**src/gcm_pkg.sv**
```systemverilog
// Purpose: Shared constants for the governor contact mode selector
// Assumes: 25 MHz clock, contact inputs are raw pins
// Notes: Debounce time is given in microseconds and turned into cycles
package gcm_pkg;
  localparam int unsigned CLK_HZ = 25000000;
  localparam int unsigned DEBOUNCE_US = 40; // Raise for longer bounce
  localparam int unsigned DEBOUNCE_CYCLES =
    (DEBOUNCE_US * (CLK_HZ / 1000000));
  localparam int unsigned DB_W = 18;
  localparam int unsigned REF_W = 16;
  localparam int unsigned PCT_W = 8;
  localparam int unsigned RATE_W = 16;
  localparam logic [REF_W-1:0] REF_RST = 16'h0000;
  localparam logic [PCT_W-1:0] PCT_FULL = 8'h64;
  typedef enum logic [1:0] {
    GCM_MODE_DROOP,
    GCM_MODE_ISOCH,
    GCM_MODE_BASE
  } gcm_mode_t;
  typedef enum logic [1:0] {
    GCM_RAMP_NONE,
    GCM_RAMP_UNLOAD,
    GCM_RAMP_BASE,
    GCM_RAMP_SHARE
  } gcm_ramp_t;
endpackage

```
**src/gcm_debounce.sv**
```systemverilog
// Purpose: Synchronise and debounce one contact input
// Assumes: Input is asynchronous to mclk_in
// Notes: Output changes only after the input is stable for the count
`timescale 1ns/1ns
module gcm_debounce #(
  parameter int unsigned COUNT = 250000
) (
  // Clock and reset
  input wire logic mclk_in,
  input wire logic rst_n_in,
  // Raw contact and clean level
  input wire logic raw_in,
  output logic clean_out
);
  import gcm_pkg::*;
  logic sync_a;
  logic sync_b;
  logic [DB_W-1:0] cnt;
  logic [DB_W-1:0] next_cnt;
  logic next_clean;

  // Count while the synced level differs from the clean level
  always_comb begin
    next_cnt = '0;
    next_clean = clean_out;
    if (sync_b != clean_out) begin
      if (cnt >= DB_W'(COUNT - 1)) begin
        next_clean = sync_b;
      end else begin
        next_cnt = cnt + 1'b1;
      end
    end
  end

  // Two-stage synchroniser and debounce state
  always_ff @(posedge mclk_in or negedge rst_n_in) begin
    if (!rst_n_in) begin
      sync_a <= 1'b0;
      sync_b <= 1'b0;
      cnt <= '0;
      clean_out <= 1'b0;
    end else begin
      sync_a <= raw_in;
      sync_b <= sync_a;
      cnt <= next_cnt;
      clean_out <= next_clean;
    end
  end
endmodule

```
**src/gcm_mode_selector.sv**
```systemverilog
// Purpose: Contact-driven mode selection for an engine speed governor
// Assumes: Contacts are high when closed; setpoints are static inputs
// Notes: Speed reference is a plain unsigned value set directly; load reference is a plain unsigned ramp
//
// Overview of operation
// - Base-load and breaker contacts pick base-load, isochronous or droop mode.
// - In load modes, opening unload contact ramps load to unload trip level.
// - Reclosing unload contact in load mode ramps back to base or sharing.
// - In droop, opening unload contact resets speed reference to rated at once.
// - Droop speed reference is rated plus droop percent times load fraction.
// - All three closed ramps load to base-load setpoint and holds it.
// - Breaker open: main dynamics, droop, no load control; closed: opposite.
// - Zero droop setting makes droop mode act isochronously.
// - Breaker steers raise, lower, remote to speed or load; gates sharing.
// - Raise and lower together select remote setting, disabling both.
// - Raise or lower in load mode cancels unload or base-load ramps.
`timescale 1ns/1ns
module gcm_mode_selector (
  // Clock and reset
  input wire logic mclk_in,
  input wire logic rst_n_in,
  // Contacts, high when closed
  input wire logic unload_reset_in,
  input wire logic base_load_in,
  input wire logic breaker_auxiliary_in,
  input wire logic raise_in,
  input wire logic lower_in,
  input wire logic idle_rated_in,
  input wire logic breaker_open_in,
  // Setpoints and measured load
  input wire logic [gcm_pkg::REF_W-1:0] rated_speed_in,
  input wire logic [gcm_pkg::PCT_W-1:0] droop_pct_in,
  input wire logic [gcm_pkg::PCT_W-1:0] load_pct_in,
  input wire logic [gcm_pkg::REF_W-1:0] base_ref_in,
  input wire logic [gcm_pkg::REF_W-1:0] share_ref_in,
  input wire logic [gcm_pkg::REF_W-1:0] unload_trip_in,
  input wire logic [gcm_pkg::RATE_W-1:0] load_rate_in,
  input wire logic [gcm_pkg::RATE_W-1:0] unload_rate_in,
  // Mode and steering outputs
  output gcm_pkg::gcm_mode_t mode_out,
  output logic aux_dynamics_out,
  output logic load_ctrl_en_out,
  output logic remote_mode_out,
  output logic raise_speed_out,
  output logic lower_speed_out,
  output logic raise_load_out,
  output logic lower_load_out,
  output logic remote_to_load_out,
  output logic share_lines_closed_out,
  output logic breaker_open_act_out,
  output logic idle_rated_act_out,
  output gcm_pkg::gcm_ramp_t ramp_out,
  output logic [gcm_pkg::REF_W-1:0] speed_ref_out,
  output logic [gcm_pkg::REF_W-1:0] load_ref_out
);
  import gcm_pkg::*;
  localparam int NC = 7;
  logic [NC-1:0] clean;
  logic unl, bl, cb, rs, lw, ir, bo;
  logic unl_q;
  logic unl_fall;
  logic unl_rise;

  // Debounce every contact input
  genvar gi;
  logic [NC-1:0] pins;
  assign pins = {breaker_open_in, idle_rated_in, lower_in, raise_in,
                 breaker_auxiliary_in, base_load_in, unload_reset_in};
  generate
    for (gi = 0; gi < NC; gi++) begin : g_db
      gcm_debounce #(.COUNT(DEBOUNCE_CYCLES)) u_db (
        .mclk_in(mclk_in),
        .rst_n_in(rst_n_in),
        .raw_in(pins[gi]),
        .clean_out(clean[gi])
      );
    end
  endgenerate
  assign {bo, ir, lw, rs, cb, bl, unl} = clean;

  // Edges on the unload/reset contact; both levels reset low, so a
  // contact closed at power-up gives one rise once it has settled
  assign unl_fall = unl_q && !unl;
  assign unl_rise = !unl_q && unl;

  gcm_mode_t next_mode;
  gcm_ramp_t next_ramp;
  logic [REF_W-1:0] next_speed_ref;
  logic [REF_W-1:0] next_load_ref;
  logic [REF_W-1:0] target;
  logic [REF_W-1:0] rate;
  logic [REF_W+PCT_W-1:0] droop_prod;
  logic [REF_W+2*PCT_W-1:0] droop_off;
  logic [REF_W:0] up_sum;
  logic remote;
  logic load_mode;

  // Droop offset: rated * droop% * load% / 10000
  always_comb begin
    droop_prod = rated_speed_in * droop_pct_in;
    droop_off = (droop_prod * load_pct_in) / (PCT_FULL * PCT_FULL);
  end

  // Mode decode, ramp control and reference update
  // The droop reset is a one-cycle jump: the droop offset then follows
  // the measured load again, so the reference stays at rated only once
  // the engine has shed its load
  always_comb begin
    remote = rs && lw;
    if (cb && bl) begin
      next_mode = GCM_MODE_BASE;
    end else if (cb) begin
      next_mode = GCM_MODE_ISOCH;
    end else begin
      next_mode = GCM_MODE_DROOP;
    end
    load_mode = cb;
    next_ramp = ramp_out;
    next_speed_ref = speed_ref_out;
    next_load_ref = load_ref_out;
    if (!load_mode) begin
      next_ramp = GCM_RAMP_NONE;
      if (unl_fall) begin
        next_speed_ref = rated_speed_in;
      end else if (droop_pct_in == '0) begin
        next_speed_ref = rated_speed_in;
      end else if (!remote && (rs || lw)) begin
        next_speed_ref = speed_ref_out;
      end else begin
        next_speed_ref = REF_W'(rated_speed_in + droop_off);
      end
    end else begin
      next_speed_ref = rated_speed_in;
      if (!remote && (rs || lw)) begin
        next_ramp = GCM_RAMP_NONE;
      end else if (unl_fall || (!unl && ramp_out != GCM_RAMP_NONE)) begin
        next_ramp = GCM_RAMP_UNLOAD;
      end else if (unl_rise || (unl && bl && ramp_out == GCM_RAMP_NONE
                   && mode_out != GCM_MODE_BASE)) begin
        next_ramp = bl ? GCM_RAMP_BASE : GCM_RAMP_SHARE;
      end else if (unl && ramp_out == GCM_RAMP_BASE && !bl) begin
        next_ramp = GCM_RAMP_SHARE;
      end else if (unl && ramp_out == GCM_RAMP_SHARE && bl) begin
        next_ramp = GCM_RAMP_BASE;
      end
    end
    case (next_ramp)
      GCM_RAMP_UNLOAD: target = unload_trip_in;
      GCM_RAMP_BASE: target = base_ref_in;
      GCM_RAMP_SHARE: target = share_ref_in;
      default: target = load_ref_out;
    endcase
    rate = (target < load_ref_out) ? unload_rate_in : load_rate_in;
    up_sum = {1'b0, load_ref_out} + {1'b0, rate};
    if (load_mode && next_ramp != GCM_RAMP_NONE) begin
      if (target > load_ref_out) begin
        next_load_ref = (up_sum >= {1'b0, target}) ? target
                        : up_sum[REF_W-1:0];
      end else if (load_ref_out - target <= rate) begin
        next_load_ref = target;
      end else begin
        next_load_ref = load_ref_out - rate;
      end
    end
  end

  // Steering of raise, lower and breaker-gated functions
  logic next_raise_speed;
  logic next_lower_speed;
  logic next_raise_load;
  logic next_lower_load;
  logic next_brk_act;
  always_comb begin
    next_raise_speed = !cb && rs && !remote;
    next_lower_speed = !cb && lw && !remote;
    next_raise_load = cb && rs && !remote;
    next_lower_load = cb && lw && !remote;
    next_brk_act = cb && bo;
  end

  // Register mode, ramp, references and steering outputs
  always_ff @(posedge mclk_in or negedge rst_n_in) begin
    if (!rst_n_in) begin
      unl_q <= 1'b0;
      mode_out <= GCM_MODE_DROOP;
      ramp_out <= GCM_RAMP_NONE;
      speed_ref_out <= REF_RST;
      load_ref_out <= REF_RST;
      aux_dynamics_out <= 1'b0;
      load_ctrl_en_out <= 1'b0;
      remote_mode_out <= 1'b0;
      raise_speed_out <= 1'b0;
      lower_speed_out <= 1'b0;
      raise_load_out <= 1'b0;
      lower_load_out <= 1'b0;
      remote_to_load_out <= 1'b0;
      share_lines_closed_out <= 1'b0;
      breaker_open_act_out <= 1'b0;
      idle_rated_act_out <= 1'b0;
    end else begin
      unl_q <= unl;
      mode_out <= next_mode;
      ramp_out <= next_ramp;
      speed_ref_out <= next_speed_ref;
      load_ref_out <= next_load_ref;
      aux_dynamics_out <= cb;
      load_ctrl_en_out <= cb;
      remote_mode_out <= remote;
      raise_speed_out <= next_raise_speed;
      lower_speed_out <= next_lower_speed;
      raise_load_out <= next_raise_load;
      lower_load_out <= next_lower_load;
      remote_to_load_out <= cb;
      share_lines_closed_out <= cb;
      breaker_open_act_out <= next_brk_act;
      idle_rated_act_out <= ir;
    end
  end
endmodule

```
**config.mk**
```make
export PLATFORM = sky130hd
export DESIGN_NAME = gcm_mode_selector
export DESIGN_NICKNAME = d
export VERILOG_FILES = /design/src/gcm_pkg.sv /design/src/gcm_debounce.sv /design/src/gcm_mode_selector.sv
export SDC_FILE = /design/constraint.sdc
export NUM_CORES = 1
export LEC_CHECK = 0
export ABC_AREA = 1
export BUFFER_PORTS_ARGS = -buffer_cell sky130_fd_sc_hd__buf_4
export CORE_ASPECT_RATIO = 1.75
export CORE_UTILIZATION = 35
export CTS_CLUSTER_SIZE = 12
export DETAILED_ROUTE_END_ITERATION = 6
export HOLD_SLACK_MARGIN = 0.03
export SLEW_MARGIN = 10
export SYNTH_ARGS = -nofsm -noshare
export SYNTH_HDL_FRONTEND = slang
export SYNTH_SLANG_ARGS = --single-unit
```
**constraint.sdc**
```tcl
create_clock -name mclk_in -period 12.9 [get_ports mclk_in]
set_clock_uncertainty 0.2 [all_clocks]
set_input_delay 0.645 -clock mclk_in [delete_from_list [all_inputs] [get_ports mclk_in]]
set_output_delay 0.645 -clock mclk_in [all_outputs]
set_load 0.05 [all_outputs]
```
==> impl_metrics.tcl <==
set metrics [dict create \
    status "finished with violations" \
    failed_checks "negative setup slack" \
    drt-pass1-iter-count 7 \
    slew_violations 0 \
    wl_mm 91.7 \
    avgRoutedWirePerCell_um 14.5 \
    h-tree-depth 4 \
    syn_to_final_growth_pct 41.3 \
    timing.final.ws_setup_ps -10410 \
    clk_path_buf_depth 2 \
    io_pins 168 \
    fin_util 0.499 \
    cp.arrival_ps 23480 \
    path_class "input port to flip-flop" \
    fin_nets 5759 \
    placed_cells 6092 \
    postRouteAntennaNets 0 \
    relSlewSlack 0.383 \
    fin_area_um2 42200 \
    fill_cells 8163 \
    crit_path_start_kind "input port" \
    synth_flop_cell "dfrtp_1" \
    insertion_delay_ps 490 \
    setup-violations-final 16 \
    min_path_type "input port to flip-flop" \
    placementRows 141 \
    placed_area_um2 38000 \
    synth_area_um2 29900 \
    cp-end-kind "flip-flop" \
    cp.required_ps 13070 \
    fin_crit_ps 23310 \
    avgViaCountPerCell 4.75 \
    regArea_um2 4800 \
    seq_area_frac_synth 0.161 \
    portBuffers 167 \
    synth_edf_count 0 \
    fp.dieArea_um2 86600 \
    die_y_um 388 \
    clockRootBuffer "clkbuf_16" \
    finalCritPeriodShare 1.81 \
    cts_tree "yes" \
    die_x_um 223 \
    grt_pass1_vias 30900 \
    place_hpwl_mm 75.4 \
    start_util 0.353 \
    ys_top_cells_by_area "dfrtp_1, fa_1, nand2_1" \
    syn_area_per_cell_um2 7.09 \
    drive_gt1_frac 0.367 \
    synthArstFlopShare 1.00 \
    ys_warn_count 0 \
    drt-initial-drc-count 1087 \
    final_cells 6308 \
    fmax_ghz 0.0429 \
    post-route-drc-count 0 \
    core_um2 84500 \
    finalWeightedCongestion 0.966 \
    synth_top_area_share 0.161 \
    multi_input_area_um2 24100 \
    cp_slowest_cell "fa_1" \
    hold_viol_final 0 \
    synthCells 4214 \
    synth-seq-cells 192 \
    worst_pin_slew_ps 926 \
    clk_pin_slew_worst_paths_ps 90 \
    cts_buffers 17 \
    crit_fanout 8 \
    grt_start_max_net_pins 75 \
    grt_usage 0.214 \
    grt_pass1_wl_mm 149 \
    cts_sinks 192 \
    antenna_found_initial 4 \
    crit_top_cell "nand2_4" \
    grt_overflow 0 \
    max_stage_delay_ps 540 \
    synthDistinctLibCells 78 \
    maxCapViolations 0 \
    rsz0062_at_grt "yes" \
    finalSetupTns_ps -152570 \
    vias 30000 \
    yosys.area.top_type "dfrtp_1" \
]
[cells in the mapped netlist, drive strengths merged (3+ instances only)]
cell type / n
fa: 220
a21oi: 174
o211ai: 19
buf: 14
inv: 812
nand3: 270
a31oi: 22
nor3: 53
and2: 7
dfrtp: 192
o21bai: 22
clkbuf: 70
o31ai: 4
nor3b: 14
o21ai: 138
or2: 4
nor2: 455
clkinv: 22
nor4: 19
nand4: 33
xnor2: 34
a211oi: 5
o21a: 3
o311ai: 8
nand3b: 16
ha: 199
a21boi: 3
xor2: 97
a31o: 13
nand2: 1253
[sequential cells by signal, summed over array words and instances, names as in the netlist]
register,flops
breaker_open_act_out,1
raise_speed_out,1
ramp_out,2
g_db.u_db.clean_out,7
g_db.u_db.cnt,126
g_db.u_db.sync_b,7
unl_q,1
mode_out,2
load_ref_out,16
g_db.u_db.sync_a,7
raise_load_out,1
lower_speed_out,1
idle_rated_act_out,1
speed_ref_out,16
lower_load_out,1
share_lines_closed_out,1
remote_mode_out,1
[placed cells by master, fill, tap and decap left out, types with 152 or more instances in the layout]
| master | instances |
|---|---|
| fa_1 | 217 |
| nand3_1 | 152 |
| nand2_2 | 238 |
| dfrtp_1 | 192 |
| nand2_1 | 836 |
| nand2_4 | 161 |
| buf_4 | 918 |
| inv_1 | 727 |
| ha_1 | 182 |
| nor2_1 | 340 |
[metrics by stage]
stage | worst slack (ps) | hold WS, ps
2_1_floorplan | -9540 | 131
3_3_place_gp | -11440 | 136
3_5_place_dp | -11660 | 135
4_1_cts | -10170 | 31.3
5_1_grt | -12110 | 40.1
6_report | -10410 | 81.7
[repair_timing]
| item | CTS | global route |
|---|---|---|
| hold buffers | 6 | 0 |
| setup buffers | 119 | 50 |
| pin swaps | 142 | 113 |
| endpoints found under the setup margin | 16 | 16 |
| resized for setup | 332 | 179 |
| cloned | 6 | 1 |
| hold endpoints to repair | 68 | 0 |
[worst max-delay path: cells and delay by family]
kind / cells / cell delay (ps)
and+or+nand+nor: 121 / 11150
adders and majority gates: 11 / 4660
AOI/OAI and AO/OA: 21 / 3080
buffers and inverters: 32 / 2990
xor gates and xnor gates: 3 / 570
muxes: 1 / 260
[routing by layer]
layer / GRT usage / routed length, µm / vias to the layer above
li1: - / - / 15000
met1: 0.201 / 31200 / 14200
met2: 0.434 / 52400 / 556
met3: 0.0246 / 2260 / 257
met4: 0.124 / 5760 / 2
met5: 0 / 9 / -
[cell families (layout without fill, tap and decap cells)]
| logic type | count (synthesis) | after routing | synth area share |
|---|---|---|---|
| simple gates | 2125 | 2130 | 0.360 |
| fa+ha+maj | 419 | 419 | 0.231 |
| buf+inv | 918 | 1876 | 0.121 |
| flops | 192 | 192 | 0.161 |
| other cells | 1 | 60 | 0.000126 |
| xor+xnor | 131 | 131 | 0.0389 |
| mux | 2 | 2 | 0.000754 |
| compound gates | 426 | 426 | 0.0881 |
[path summary, 6_finish.rpt]
check | start | end | slack, ps | cells after the start
max | rated_speed_in[5] | speed_ref_out[15]$_DFFE_PN0P_ | -10410 | 189
min | lower_in | g_db[4].u_db.sync_a$_DFF_PN0_ | 80 | 1
max in group asynchronous | rst_n_in | speed_ref_out[6]$_DFFE_PN0P_ | 9880 | 4
min reg2reg | g_db[4].u_db.sync_a$_DFF_PN0_ | g_db[4].u_db.sync_b$_DFF_PN0_ | 150 | 0
max reg2reg | g_db[3].u_db.clean_out$_DFFE_PN0P_ | load_ref_out[12]$_DFFE_PN0P_ | 1680 | 53
min in group asynchronous | rst_n_in | load_ref_out[0]$_DFFE_PN0P_ | 510 | 2
[area by class of cell]
type,instances,area share
timing repair buffer,1009,0.193
sequential,192,0.114
multi-input combinational,3164,0.571
tap,1072,0.0318
timing repair inverter,1,0.000208
antenna,4,0.000237
clock buffer,19,0.0105
clock inverter,13,0.00457
inverter,834,0.0756
Power is not shown: default switching activity piles up to over one toggle a cycle in this logic, so the estimate is an artifact.
